<file path="src/vhp_pkg.sv">
// Purpose: shared constants for the video host and plane bus block
// Assumes: 10 MHz core clock, four 8-bit plane buses
// Notes:   register offsets, field positions, reset values and timing
package vhp_pkg;

  // clock and phase timing
  localparam int CLK_PERIOD_NS = 100;
  localparam int GATE_NS       = 200;  // least time the address gate stays low
  localparam int ROW_NS        = 200;  // least row strobe low time
  localparam int COL_NS        = 200;  // least column strobe low time
  localparam int GATE_CYC      = (GATE_NS + CLK_PERIOD_NS - 1) / CLK_PERIOD_NS;
  localparam int ROW_CYC       = (ROW_NS + CLK_PERIOD_NS - 1) / CLK_PERIOD_NS;
  localparam int COL_CYC       = (COL_NS + CLK_PERIOD_NS - 1) / CLK_PERIOD_NS;
  localparam int CNT_W         = 4;

  // widths
  localparam int PLANES   = 4;
  localparam int PLANE_W  = 8;
  localparam int BUS_W    = PLANES * PLANE_W;
  localparam int ADDR_W   = 8;
  localparam int DATA_W   = 8;
  localparam int HADDR_W  = 15;

  // register offsets
  localparam logic [7:0] REG_STATUS0    = 8'h02;
  localparam logic [7:0] REG_MODE       = 8'h03;
  localparam logic [7:0] REG_WRITE_MASK = 8'h04;
  localparam logic [7:0] REG_READ_PLANE = 8'h05;
  localparam logic [7:0] REG_FEATURE    = 8'h0a;
  localparam logic [7:0] REG_VCTRL      = 8'h11;

  // field positions
  localparam int FEAT_B0         = 0;
  localparam int FEAT_B1         = 1;
  localparam int VCTRL_CLR_B     = 4;  // written as zero clears the pending flag
  localparam int VCTRL_FLOAT_B   = 5;  // request line released when set
  localparam int STAT_IRQ_B      = 7;
  localparam int STAT_PEN_B      = 0;
  localparam int MODE_GRAPHICS_MODE_FLAG_B    = 0;

  // plane bus positions used in the address gate phase
  localparam int GATE_A10_POS    = 3 * PLANE_W + 4;  // plane 3 bits 4..7
  localparam int GATE_A6_POS     = 3 * PLANE_W;      // plane 3 bits 0..3
  localparam int GATE_A14_POS    = 2 * PLANE_W;      // plane 2 bit 0
  localparam int GATE_PEN_POS    = 2 * PLANE_W + 1;  // plane 2 bit 1

  // reset values
  localparam logic [7:0] RST_FEATURE = 8'h00;
  localparam logic [7:0] RST_VCTRL   = 8'h00;
  localparam logic [7:0] RST_MODE    = 8'h00;
  localparam logic [3:0] RST_WMASK   = 4'hf;
  localparam logic [1:0] RST_RPLANE  = 2'h0;

  // memory cycle states
  typedef enum logic [2:0] {
    VHP_IDLE = 3'b000,
    VHP_GATE = 3'b001,
    VHP_ROW  = 3'b010,
    VHP_COL  = 3'b011,
    VHP_DONE = 3'b100
  } vhp_state_t;

endpackage : vhp_pkg

</file>
<file path="src/vhp_sync.sv">
// Purpose: three-stage synchroniser for pin inputs
// Assumes: inputs are asynchronous levels
// Notes:   output follows once the second and third stages agree
`timescale 1ns/1ps
module vhp_sync #(
  parameter int W = 1
) (
  input  wire logic         i_clk,   // core clock
  input  wire logic         i_rstn,  // async reset, active low
  input  wire logic [W-1:0] i_d,     // raw pin levels
  output logic      [W-1:0] o_q      // filtered levels
);
  logic [W-1:0] s1;
  logic [W-1:0] s2;
  logic [W-1:0] s3;
  logic [W-1:0] q;
  logic [W-1:0] next_q;

  // accept a level only when stages two and three agree
  always_comb begin
    next_q = q;
    for (int b = 0; b < W; b++) begin
      if (s2[b] == s3[b]) begin
        next_q[b] = s3[b];
      end
    end
  end

  // stage flops
  always_ff @(posedge i_clk or negedge i_rstn) begin
    if (!i_rstn) begin
      s1 <= '0;
      s2 <= '0;
      s3 <= '0;
      q  <= '0;
    end else begin
      s1 <= i_d;
      s2 <= s1;
      s3 <= s2;
      q  <= next_q;
    end
  end

  assign o_q = q;
endmodule : vhp_sync

</file>
<file path="src/vhp_top.sv">
// Purpose: host port and video plane bus control of a graphics controller
// Assumes: host selects, read level and event line are pins; registers via plain port
// Notes:   one memory cycle per select; ready held low until the cycle is done
// Functional notes
// - address gate phase puts CPU address 10..14 on plane 3 high and plane 2 bit 0
// - address gate phase puts light pen level on plane 2 bit 1
// - otherwise each plane bus is eight bidirectional data/address lines
// - feature outputs drive inverted feature register bits 0 and 1
// - interrupt request output is high while an interrupt is pending
// - interrupt output floats when control register 11h bit 5 is set
// - pending interrupt reads back as status 0 bit 7
// - ready low until the memory access completes; host stretches its cycle
// - ready floats whenever video memory is not selected
// - one shared active-low output enable for reading all planes
// - address gate strobe low routes system address and light pen to plane pins
// - active-low column strobe to the planes in memory cycles
// - active-low row strobe to the planes in memory cycles
// - buffer select high while memory or port space is selected
// - graphics mode output high in graphics, low in alphanumeric mode
// - four active-low plane write strobes, only masked-in planes written
// - host pulls memory select low to request a memory access
// - host pulls port select low for any port access
// - row, column strobe and output enable shared; write strobe per plane
//
// Our own choices: strobed register access and the placing of the registers.
`timescale 1ns/1ps
module vhp_top (
  input  wire logic        I_CLK,                 // 10 MHz core clock
  input  wire logic        I_RSTN,                // async reset, active low
  // register port
  input  wire logic [7:0]  I_REG_ADDR,            // register offset
  input  wire logic [7:0]  I_REG_WDATA,           // write data
  input  wire logic        I_REG_WR,              // write strobe
  input  wire logic        I_REG_RD,              // read strobe
  output logic      [7:0]  O_REG_RDATA,           // read data, cycle after strobe
  // host side pins
  input  wire logic        I_VIDEO_MEM_SELECT_N,  // memory access request, low
  input  wire logic        I_PORT_SELECT_N,       // port access, low
  input  wire logic        I_HOST_READ,           // read direction, high
  input  wire logic [7:0]  I_HOST_WDATA,          // host write byte
  input  wire logic [5:0]  I_HOST_ADDR_LO,        // host address bits 0..5
  input  wire logic        I_IRQ_EVENT,           // interrupt source level
  output logic      [7:0]  O_HOST_RDATA,          // byte read from the planes
  output logic             O_IRQ,                 // interrupt request level
  output logic             O_IRQ_OE,              // request line driven
  output logic             O_READY,               // access done
  output logic             O_READY_OE,            // ready line driven
  output logic             O_BUFFER_SELECT,       // external data buffer enable
  // feature and mode outputs
  output logic             O_FEATURE_OUT_0_N,     // feature bit 0, inverted
  output logic             O_FEATURE_OUT_1_N,     // feature bit 1, inverted
  output logic             O_GRAPHICS_MODE_FLAG,  // graphics mode active
  // plane side pins
  input  wire logic [31:0] I_PLANE_BUS,           // plane 3..0 bus levels in
  output logic      [31:0] O_PLANE_BUS,           // plane bus drive values
  output logic      [31:0] O_PLANE_BUS_OE,        // plane bus drive enables
  output logic             O_SYS_ADDR_GATE_N,     // address gate strobe, low
  output logic             O_ROW_STROBE_N,        // row strobe, low
  output logic             O_COLUMN_STROBE_N,     // column strobe, low
  output logic             O_PLANE_OUTPUT_ENABLE_N, // shared read enable, low
  output logic      [3:0]  O_PLANE_WRITE_N        // per-plane write strobes, low
);

  localparam int PW = vhp_pkg::PLANE_W;

  // synchronised pin levels
  logic [3:0] raw_pins;
  logic [3:0] sync_pins;
  logic       mem_sel;
  logic       port_sel;
  logic       host_read;
  logic       irq_level;
  logic       irq_level_d;

  assign raw_pins = {I_IRQ_EVENT, I_HOST_READ, ~I_PORT_SELECT_N, ~I_VIDEO_MEM_SELECT_N};

  vhp_sync #(
    .W (4)
  ) u_sync (
    .i_clk  (I_CLK),
    .i_rstn (I_RSTN),
    .i_d    (raw_pins),
    .o_q    (sync_pins)
  );

  assign mem_sel   = sync_pins[0];
  assign port_sel  = sync_pins[1];
  assign host_read = sync_pins[2];
  assign irq_level = sync_pins[3];

  // software registers
  logic [7:0] feature;
  logic [7:0] vctrl;
  logic [7:0] mode;
  logic [3:0] wmask;
  logic [1:0] rplane;
  logic       irq_pend;
  logic       pen_latch;
  logic [7:0] rdata;
  logic [7:0] next_feature;
  logic [7:0] next_vctrl;
  logic [7:0] next_mode;
  logic [3:0] next_wmask;
  logic [1:0] next_rplane;
  logic       next_irq_pend;
  logic       next_pen_latch;
  logic [7:0] next_rdata;
  logic       irq_rise;
  logic       pen_cap;
  logic       pen_val;

  assign irq_rise = irq_level & ~irq_level_d;

  // register writes, reads and the pending flag
  always_comb begin
    next_feature   = feature;
    next_vctrl     = vctrl;
    next_mode      = mode;
    next_wmask     = wmask;
    next_rplane    = rplane;
    next_irq_pend  = irq_pend;
    next_pen_latch = pen_cap ? pen_val : pen_latch;
    next_rdata     = 8'h00;
    if (I_REG_WR) begin
      case (I_REG_ADDR)
        vhp_pkg::REG_FEATURE:    next_feature = I_REG_WDATA;
        vhp_pkg::REG_MODE:       next_mode    = I_REG_WDATA;
        vhp_pkg::REG_WRITE_MASK: next_wmask   = I_REG_WDATA[3:0];
        vhp_pkg::REG_READ_PLANE: next_rplane  = I_REG_WDATA[1:0];
        vhp_pkg::REG_VCTRL: begin
          next_vctrl = I_REG_WDATA;
          if (!I_REG_WDATA[vhp_pkg::VCTRL_CLR_B]) begin
            next_irq_pend = 1'b0;
          end
        end
        default: ;
      endcase
    end
    // a new event wins over a clear in the same cycle
    if (irq_rise) begin
      next_irq_pend = 1'b1;
    end
    if (I_REG_RD) begin
      case (I_REG_ADDR)
        vhp_pkg::REG_STATUS0: begin
          next_rdata[vhp_pkg::STAT_IRQ_B] = irq_pend;
          next_rdata[vhp_pkg::STAT_PEN_B] = pen_latch;
        end
        vhp_pkg::REG_MODE:       next_rdata = mode;
        vhp_pkg::REG_WRITE_MASK: next_rdata = {4'h0, wmask};
        vhp_pkg::REG_READ_PLANE: next_rdata = {6'h00, rplane};
        vhp_pkg::REG_FEATURE:    next_rdata = feature;
        vhp_pkg::REG_VCTRL:      next_rdata = vctrl;
        default:                 next_rdata = 8'h00;
      endcase
    end
  end

  // register state
  always_ff @(posedge I_CLK or negedge I_RSTN) begin
    if (!I_RSTN) begin
      feature     <= vhp_pkg::RST_FEATURE;
      vctrl       <= vhp_pkg::RST_VCTRL;
      mode        <= vhp_pkg::RST_MODE;
      wmask       <= vhp_pkg::RST_WMASK;
      rplane      <= vhp_pkg::RST_RPLANE;
      irq_pend    <= 1'b0;
      pen_latch   <= 1'b0;
      rdata       <= 8'h00;
      irq_level_d <= 1'b0;
    end else begin
      feature     <= next_feature;
      vctrl       <= next_vctrl;
      mode        <= next_mode;
      wmask       <= next_wmask;
      rplane      <= next_rplane;
      irq_pend    <= next_irq_pend;
      pen_latch   <= next_pen_latch;
      rdata       <= next_rdata;
      irq_level_d <= irq_level;
    end
  end

  // memory cycle sequencer
  vhp_pkg::vhp_state_t                state;
  vhp_pkg::vhp_state_t                next_state;
  logic [vhp_pkg::CNT_W-1:0]          cnt;
  logic [vhp_pkg::CNT_W-1:0]          next_cnt;
  logic [8:0]                         gate_addr;   // CPU address 6..14
  logic [8:0]                         next_gate_addr;
  logic [7:0]                         host_rdata;
  logic [7:0]                         next_host_rdata;
  logic                               cyc_read;
  logic                               next_cyc_read;
  logic [7:0]                         read_byte;

  localparam logic [vhp_pkg::CNT_W-1:0] GATE_LAST =
    vhp_pkg::CNT_W'(vhp_pkg::GATE_CYC - 1);
  localparam logic [vhp_pkg::CNT_W-1:0] ROW_LAST  =
    vhp_pkg::CNT_W'(vhp_pkg::ROW_CYC - 1);
  localparam logic [vhp_pkg::CNT_W-1:0] COL_LAST  =
    vhp_pkg::CNT_W'(vhp_pkg::COL_CYC - 1);

  // plane byte selected for a host read
  always_comb begin
    case (rplane)
      2'h0:    read_byte = I_PLANE_BUS[0*PW +: PW];
      2'h1:    read_byte = I_PLANE_BUS[1*PW +: PW];
      2'h2:    read_byte = I_PLANE_BUS[2*PW +: PW];
      default: read_byte = I_PLANE_BUS[3*PW +: PW];
    endcase
  end

  // light pen level sampled from its shared pin at the end of the gate phase
  assign pen_val = I_PLANE_BUS[vhp_pkg::GATE_PEN_POS];
  assign pen_cap = (state == vhp_pkg::VHP_GATE) && (cnt == GATE_LAST);

  // next state: gate, row, column, then done until the select drops
  always_comb begin
    next_state      = state;
    next_cnt        = cnt;
    next_gate_addr  = gate_addr;
    next_host_rdata = host_rdata;
    next_cyc_read   = cyc_read;
    case (state)
      vhp_pkg::VHP_IDLE: begin
        if (mem_sel) begin
          next_state    = vhp_pkg::VHP_GATE;
          next_cnt      = '0;
          next_cyc_read = host_read;
        end
      end
      vhp_pkg::VHP_GATE: begin
        if (cnt == GATE_LAST) begin
          // external muxes present address 6..14 on released plane pins
          next_gate_addr[3:0] = I_PLANE_BUS[vhp_pkg::GATE_A6_POS +: 4];
          next_gate_addr[7:4] = I_PLANE_BUS[vhp_pkg::GATE_A10_POS +: 4];
          next_gate_addr[8]   = I_PLANE_BUS[vhp_pkg::GATE_A14_POS];
          next_state          = vhp_pkg::VHP_ROW;
          next_cnt            = '0;
        end else begin
          next_cnt = cnt + 1'b1;
        end
      end
      vhp_pkg::VHP_ROW: begin
        if (cnt == ROW_LAST) begin
          next_state = vhp_pkg::VHP_COL;
          next_cnt   = '0;
        end else begin
          next_cnt = cnt + 1'b1;
        end
      end
      vhp_pkg::VHP_COL: begin
        if (cnt == COL_LAST) begin
          if (cyc_read) begin
            next_host_rdata = read_byte;
          end
          next_state = vhp_pkg::VHP_DONE;
          next_cnt   = '0;
        end else begin
          next_cnt = cnt + 1'b1;
        end
      end
      vhp_pkg::VHP_DONE: begin
        if (!mem_sel) begin
          next_state = vhp_pkg::VHP_IDLE;
        end
      end
      default: begin
        next_state = vhp_pkg::VHP_IDLE;
        next_cnt   = '0;
      end
    endcase
  end

  // sequencer state
  always_ff @(posedge I_CLK or negedge I_RSTN) begin
    if (!I_RSTN) begin
      state      <= vhp_pkg::VHP_IDLE;
      cnt        <= '0;
      gate_addr  <= 9'h000;
      host_rdata <= 8'h00;
      cyc_read   <= 1'b0;
    end else begin
      state      <= next_state;
      cnt        <= next_cnt;
      gate_addr  <= next_gate_addr;
      host_rdata <= next_host_rdata;
      cyc_read   <= next_cyc_read;
    end
  end

  // plane bus drive: row address in row phase, write data in column phase
  logic in_gate;
  logic in_row;
  logic in_col;
  logic col_write;

  assign in_gate   = (state == vhp_pkg::VHP_GATE);
  assign in_row    = (state == vhp_pkg::VHP_ROW);
  assign in_col    = (state == vhp_pkg::VHP_COL);
  assign col_write = in_col && !cyc_read;

  genvar gp;
  generate
    for (gp = 0; gp < vhp_pkg::PLANES; gp++) begin : g_plane
      // each plane is its own bidirectional byte lane, released while gated
      assign O_PLANE_BUS[gp*PW +: PW]    = in_row ? {gate_addr[1:0], I_HOST_ADDR_LO}
                                                  : I_HOST_WDATA;
      assign O_PLANE_BUS_OE[gp*PW +: PW] = (!in_gate && (in_row ||
                                           (col_write && wmask[gp]))) ?
                                           8'hff : 8'h00;
      assign O_PLANE_WRITE_N[gp]         = ~(col_write && wmask[gp]);
    end
  endgenerate

  // shared strobes
  assign O_SYS_ADDR_GATE_N       = ~in_gate;
  assign O_ROW_STROBE_N          = ~(in_row || in_col);
  assign O_COLUMN_STROBE_N       = ~in_col;
  assign O_PLANE_OUTPUT_ENABLE_N = ~(in_col && cyc_read);

  // host side outputs
  assign O_READY         = (state == vhp_pkg::VHP_DONE);
  assign O_READY_OE      = mem_sel;
  assign O_BUFFER_SELECT = mem_sel || port_sel;
  assign O_IRQ           = irq_pend;
  assign O_IRQ_OE        = ~vctrl[vhp_pkg::VCTRL_FLOAT_B];
  assign O_HOST_RDATA    = host_rdata;
  assign O_REG_RDATA     = rdata;

  // feature and mode outputs
  assign O_FEATURE_OUT_0_N    = ~feature[vhp_pkg::FEAT_B0];
  assign O_FEATURE_OUT_1_N    = ~feature[vhp_pkg::FEAT_B1];
  assign O_GRAPHICS_MODE_FLAG = mode[vhp_pkg::MODE_GRAPHICS_MODE_FLAG_B];

endmodule : vhp_top

</file>
<file path="config.mk">
export PLATFORM = sky130hd
export DESIGN_NAME = vhp_top
export DESIGN_NICKNAME = d
export VERILOG_FILES = /design/src/vhp_pkg.sv /design/src/vhp_sync.sv /design/src/vhp_top.sv
export SDC_FILE = /design/constraint.sdc
export NUM_CORES = 1
export LEC_CHECK = 0
export BUFFER_PORTS_ARGS = -buffer_cell sky130_fd_sc_hd__buf_2
export CORE_MARGIN = 5
export CORE_UTILIZATION = 30
export CTS_CLUSTER_DIAMETER = 200
export DETAILED_ROUTE_END_ITERATION = 10
export GPL_TIMING_DRIVEN = 0
export PLACE_DENSITY = 0.62
export SLEW_MARGIN = 20
export SYNTH_ARGS = -nofsm -noshare
export SYNTH_HDL_FRONTEND = slang
export SYNTH_HIERARCHICAL = 1
export SYNTH_SLANG_ARGS = --single-unit
export TNS_END_PERCENT = 20
</file>
<file path="constraint.sdc">
create_clock -name I_CLK -period 2.8 [get_ports I_CLK]
set_clock_uncertainty 0.2 [all_clocks]
set_input_delay 0.42 -clock I_CLK [delete_from_list [all_inputs] [get_ports I_CLK]]
set_output_delay 0.42 -clock I_CLK [all_outputs]
set_load 0.05 [all_outputs]
</file>
==> Yosys cells after proc, flatten, opt, wreduce, memory -nomap -nowiden <==
Index checks and enable logic that the tools add are counted.
{ "totals": {"reg_bits": 75, "inputBits": 70} }
{ "classes": {"muxes": 23, "add_sub_neg": 1, "n_bitwise": 16, "reduce_logical": 35, "eq_ne": 23} }
{ "ops": {"columns": ["op", "n"], "rows": [
  ["two-way mux 8 bit", 6],
  ["one-hot mux 6 bit (5 select lines)", 1],
  ["one-hot mux 8 bit (3 select lines)", 1],
  ["equality test 8 x 2 -> 1 bit (second input constant)", 2],
  ["equality test 8 x 3 -> 1 bit (second input constant)", 2],
  ["AND reduction 2 bit", 8],
  ["two-way mux 3 bit", 5],
  ["inverter 1 bit", 15],
  ["one-hot mux 3 bit (5 select lines)", 1],
  ["one-hot mux 4 bit (3 select lines)", 1],
  ["logical AND 1 bit", 11],
  ["!= test 2 x 1 -> 1 bit (second input constant)", 5],
  ["equality test 8 x 4 -> 1 bit (second input constant)", 1],
  ["equality test 8 x 5 -> 1 bit (second input constant)", 1],
  ["two-way mux 4 bit", 2],
  ["equality test 3 x 2 -> 1 bit (second input constant)", 2],
  ["logical OR 1 bit", 6],
  ["one-hot mux 1 bit (6 select lines)", 1],
  ["AND reduction 3 bit", 2],
  ["AND reduction 5 bit", 1],
  ["adder 4 x 1 -> 4 bit (second input constant)", 1],
  ["equality test 1 bit", 4],
  ["equality test 4 x 1 -> 1 bit (second input constant)", 1],
  ["two-way mux 1 bit", 4],
  ["12 further kinds", 14]
]} }

==> Longest topological paths before layout <==
{ "depth": {"depth_word": 6, "mapped_depth": 8, "depth_no_buf": 6} }

==> Modules after synthesis <==
The synthesis kept the hierarchy.
{ "modules_own_cells": {"columns": ["module", "instances", "cells_per_inst", "area_each_um2"], "rows": [
  ["vhp_top", 1, 312, 3395.8],
  ["vhp_sync", 1, 20, 445.4]
]} }

==> Worst setup path before layout <==
OpenSTA, ideal clock, no wires.
{ "synth_timing": {"path_type": "register to output", "startpoint": "reg state[2]", "endpoint": "out O_PLANE_BUS_OE[10]", "t_required_ns": 2.180, "path_buffers": 2, "arrival_time_ns": 2.975, "stages_incl_launch_ff": 9, "setup_slack_ns": -0.795, "path_cell_list": "dfrtp_1 clkbuf_1 nand2b_1 nor2_1 inv_1 nor2_1 nand2_1 nand2_1 buf_4"} }
{ "synth_via": {"elab_chain_cells": 6} }
{ "synth_lines": {"columns": ["element", "line_no", "rtl"], "rows": [
  ["start: declaration", "vhp_top.sv:185", "vhp_pkg::vhp_state_t state;"],
  ["start signal: assignment", "vhp_top.sv:279", "state <= vhp_pkg::VHP_IDLE;"],
  ["start signal: assignment", "vhp_top.sv:285", "state <= next_state;"],
  ["equality test 3 x 2 -> 1 bit", "vhp_top.sv:301", "assign in_col = (state == vhp_pkg::VHP_COL);"],
  ["logical AND 1 bit", "vhp_top.sv:302", "assign col_write = in_col && !cyc_read;"],
  ["logical AND 1 bit", "vhp_top.sv:311", "(col_write && wmask[gp]))) ?"],
  ["logical OR 1 bit", "vhp_top.sv:310", "assign O_PLANE_BUS_OE[gp*PW +: PW] = (!in_gate && (in_row ||"],
  ["logical AND 1 bit *", "vhp_top.sv:310", null],
  ["two-way mux 8 bit *", "vhp_top.sv:311", null],
  ["end: declaration", "vhp_top.sv:56", "output logic [31:0] O_PLANE_BUS_OE,"]
]} }
Mark *: on every way between the ends. The rest lies on a longest branch, timed or not.

==> Final worst setup path <==
{ "layout_timing": {"startpoint": "reg state[2]", "endpoint": "out O_PLANE_BUS_OE[18]"} }
Same word-level chain as after synthesis.

==> results.py <==
metrics = {
    "timing": {
        "slew-limit-headroom_pct": 50.37,
        "setup_viol": 0,
        "worst_slew_pin_slew_ns": 0.7445,
        "hold_viol_final": 0,
        "timing.hold.ws_ns": 0.02736,
        "drv_slew": 0,
        "fin_crit_ns": 2.633,
        "timing.fmax_ghz": 0.3798,
        "timing.final.crit_share_pct": 94.04,
        "rsz0062_at_grt": "false",
    },
    "logic_synthesis": {
        "yosysTopAreaCellShare_pct": 46.25,
        "yosys.area.top_type": "dfrtp_1",
        "yosys_most_used_dff": "dfrtp_1",
        "yosysSeqAreaShare_pct": 48.99,
        "avgSynthCellArea_um2": 11.57,
        "ys_types": 45,
        "async_flop_share_pct": 100.0,
        "netlist_instances": 332,
        "syn-num-nets": 404,
        "yosysWarnings": 6,
        "ys_ff_latch": 75,
        "synth.cell_area_um2": 3841,
        "synth_edf_count": 0,
        "yosys-top-cells-area": "dfrtp_1, mux2_2, buf_4",
    },
    "pwr": {
        "p_comb_share_pct": 55.7,
        "p_int_mw": 3.194,
        "sequentialPowerShare_pct": 22.7,
        "power.switching_mw": 2.923,
        "sw_frac_of_total_pct": 47.79,
        "total_leakage_power_nw": 2.749,
        "pwr-share-clk_pct": 21.6,
        "power.density_nw_per_um2": 1133,
        "ir_drop_mv": 0.4406,
    },
    "clock_tree": {
        "clkTransAtPathRegs_ns": 0.06,
        "clk_latency_ns": 0.33,
        "cts_buffers": 9,
        "htree_levels": 3,
        "cts-root-buf": "clkbuf_16",
        "clk_path_buf_depth": 2,
        "cts_tree": "yes",
        "clkSinkCount": 75,
    },
    "setup_path": {
        "worstPathMaxFanout": 9,
        "crit_path_end_kind": "primary output",
        "crit_required_ns": 2.18,
        "critPathLaunchType": "register",
        "worstSetupPathType": "register to primary output",
        "critical_path_arrival_ns": 2.01,
    },
    "global_routing": {
        "grt_start_max_net_pins": 44,
        "grt_pass1_wl_um": 15610,
        "overflow": 0,
        "antenna_found_initial": 0,
        "grt_pass1_vias": 3045,
        "grtUsageTotal_pct": 13.23,
    },
    "floorplanning": {
        "row_count": 41,
        "core_um2": 12570,
        "dieWidth_um": 123.2,
        "die_h_um": 123.2,
        "dieArea_um2": 15170,
        "io_pins": 166,
        "start_util_pct": 30.56,
    },
    "route": {
        "drtIter0Drc": 90,
        "drt-pass1-iter-count": 4,
        "viasPerCell": 4.460,
        "wirelength_um": 10120,
        "routed-via-count": 3064,
        "wire_per_inst_um": 14.73,
        "remaining_drc_errors": 0,
        "ant_nets": 0,
    },
    "final_layout": {
        "stdcell_area_um2": 5401,
        "syn_to_final_growth_pct": 40.62,
        "drive_gt1_share_pct": 61.36,
        "fin_util_pct": 42.98,
        "final_common_cell": "buf_2",
        "n_antenna_cell": 0,
        "most-common-layout-cells": "buf_2, dfrtp_1, buf_4",
        "fin_nets": 582,
    },
    "run_status": {
        "status": "complete, no violations",
    },
    "placement": {
        "placedInstanceArea_um2": 4972,
        "place.gp.congestion": 0.7793,
        "post-dp-hpwl_um": 7831,
        "port_buffers": 164,
    },
    "min_path": {
        "hold_path.class": "primary input to register",
    },
    "job": {
        "cap_violations": 0,
    },
}
[cell type report]
class	instances	area, um2
multi-input cells	183	1563
clock inverters	5	100.1
plain buffers	63	446.7
well taps	172	215.2
clock buffers	11	242.7
inverters	10	37.54
fillers	1205	7167
flip-flops and latches	75	1883
repair buffers	168	913.4
[power by group through the flow]
stage | combinational, mW | clock (mW) | sequential, mW
after floorplan | 2.50 | 0 | 1.58
after global placement | 3.33 | 0 | 1.38
after detailed placement | 3.38 | 0 | 1.39
after CTS | 3.41 | 1.36 | 1.38
after global routing | 3.61 | 1.41 | 1.41
final | 3.41 | 1.32 | 1.39
[stage by stage]
stage	power (mW)	instances	setup TNS, ns	setup slack, ns
final	6.117	687	0	0.1668
after global routing	6.428	687	0	0.001063
after CTS	6.138	688	-0.02853	-0.008561
after detailed placement	4.770	669	0	0.1209
after global placement	4.712	668	0	0.1908
after floorplan	4.085	332	-1.444	-0.06636
[per-layer routing]
metal	wire [um]	vias to the layer above	track usage, %
met2	4968	121	22.32
met1	4082	1464	16.42
met3	836	19	2.790
li1	-	1460	-
met4	233	0	5.536
met5	0	-	0
[registers in the layout (all words and copies together) (netlist names), 2 cells and up]
register / count
mode: 8
vctrl: 8
u_sync/s3: 4
wmask: 4
u_sync/o_q: 4
O_REG_RDATA: 8
feature: 8
O_HOST_RDATA: 8
u_sync/s1: 4
gate_addr: 2
rplane: 2
u_sync/s2: 4
state: 3
cnt: 4
[Yosys cell counts, types with 2 or more instances]
master,instances
dfrtp_1,71
buf_4,52
mux2_2,42
nand2_1,41
nor2_1,15
inv_1,10
mux4_2,8
a22o_1,7
o21ai_0,7
clkbuf_1,6
mux2i_1,5
a21oi_1,4
a22oi_1,4
buf_2,4
dfstp_2,4
maj3_2,4
nand2b_1,4
and3_1,3
nor2b_1,3
nor3_1,3
nor3b_1,3
or3_1,3
and2_1,2
buf_1,2
ha_1,2
nand4b_1,2
nor4b_1,2
o22ai_1,2
[logic make-up (layout without fill, tap and decap cells)]
family,Yosys count,in the layout,synth area share [%]
compound gates,32,32,6.124
simple gates,89,89,12.08
mux,55,55,18.31
buf+inv,74,257,12.44
flops,75,75,48.99
fa+ha+maj,6,6,1.824
xor+xnor,1,1,0.2281
[final timing paths]
kind / from / end / slack [ns] / depth (start not counted)
setup / recovery: state[2] / O_PLANE_BUS_OE[18] / 0.17 / 8
hold / removal: I_PORT_SELECT_N / u_sync/s1[1] / 0.03 / 2
setup reg to reg: cnt[1] / O_HOST_RDATA[4] / 0.42 / 6
hold reg to reg: u_sync/s1[1] / u_sync/s2[1] / 0.15 / 0
max in group asynchronous: I_RSTN / wmask[0] / 1.40 / 3
min in group asynchronous: I_RSTN / mode[4] / 0.37 / 2
[timing repair]
item                                    in CTS  in global routing
hold buffers                                 3                  0
buffers inserted                             0                  0
hold endpoints to repair                    34                  0
endpoints found under the setup margin      62                 57
resized for setup                            5                 17
[critical path, cell delays in order (launching register included)]
cell      delay, ns
dfrtp_2        0.45
nand2b_2       0.23
nor2_2         0.17
inv_2          0.07
nor2_4         0.18
nand2_2        0.13
nand2_8        0.10
buf_4          0.10
buf_2          0.25
No activity file was read; power rests on OpenSTA's default activity.
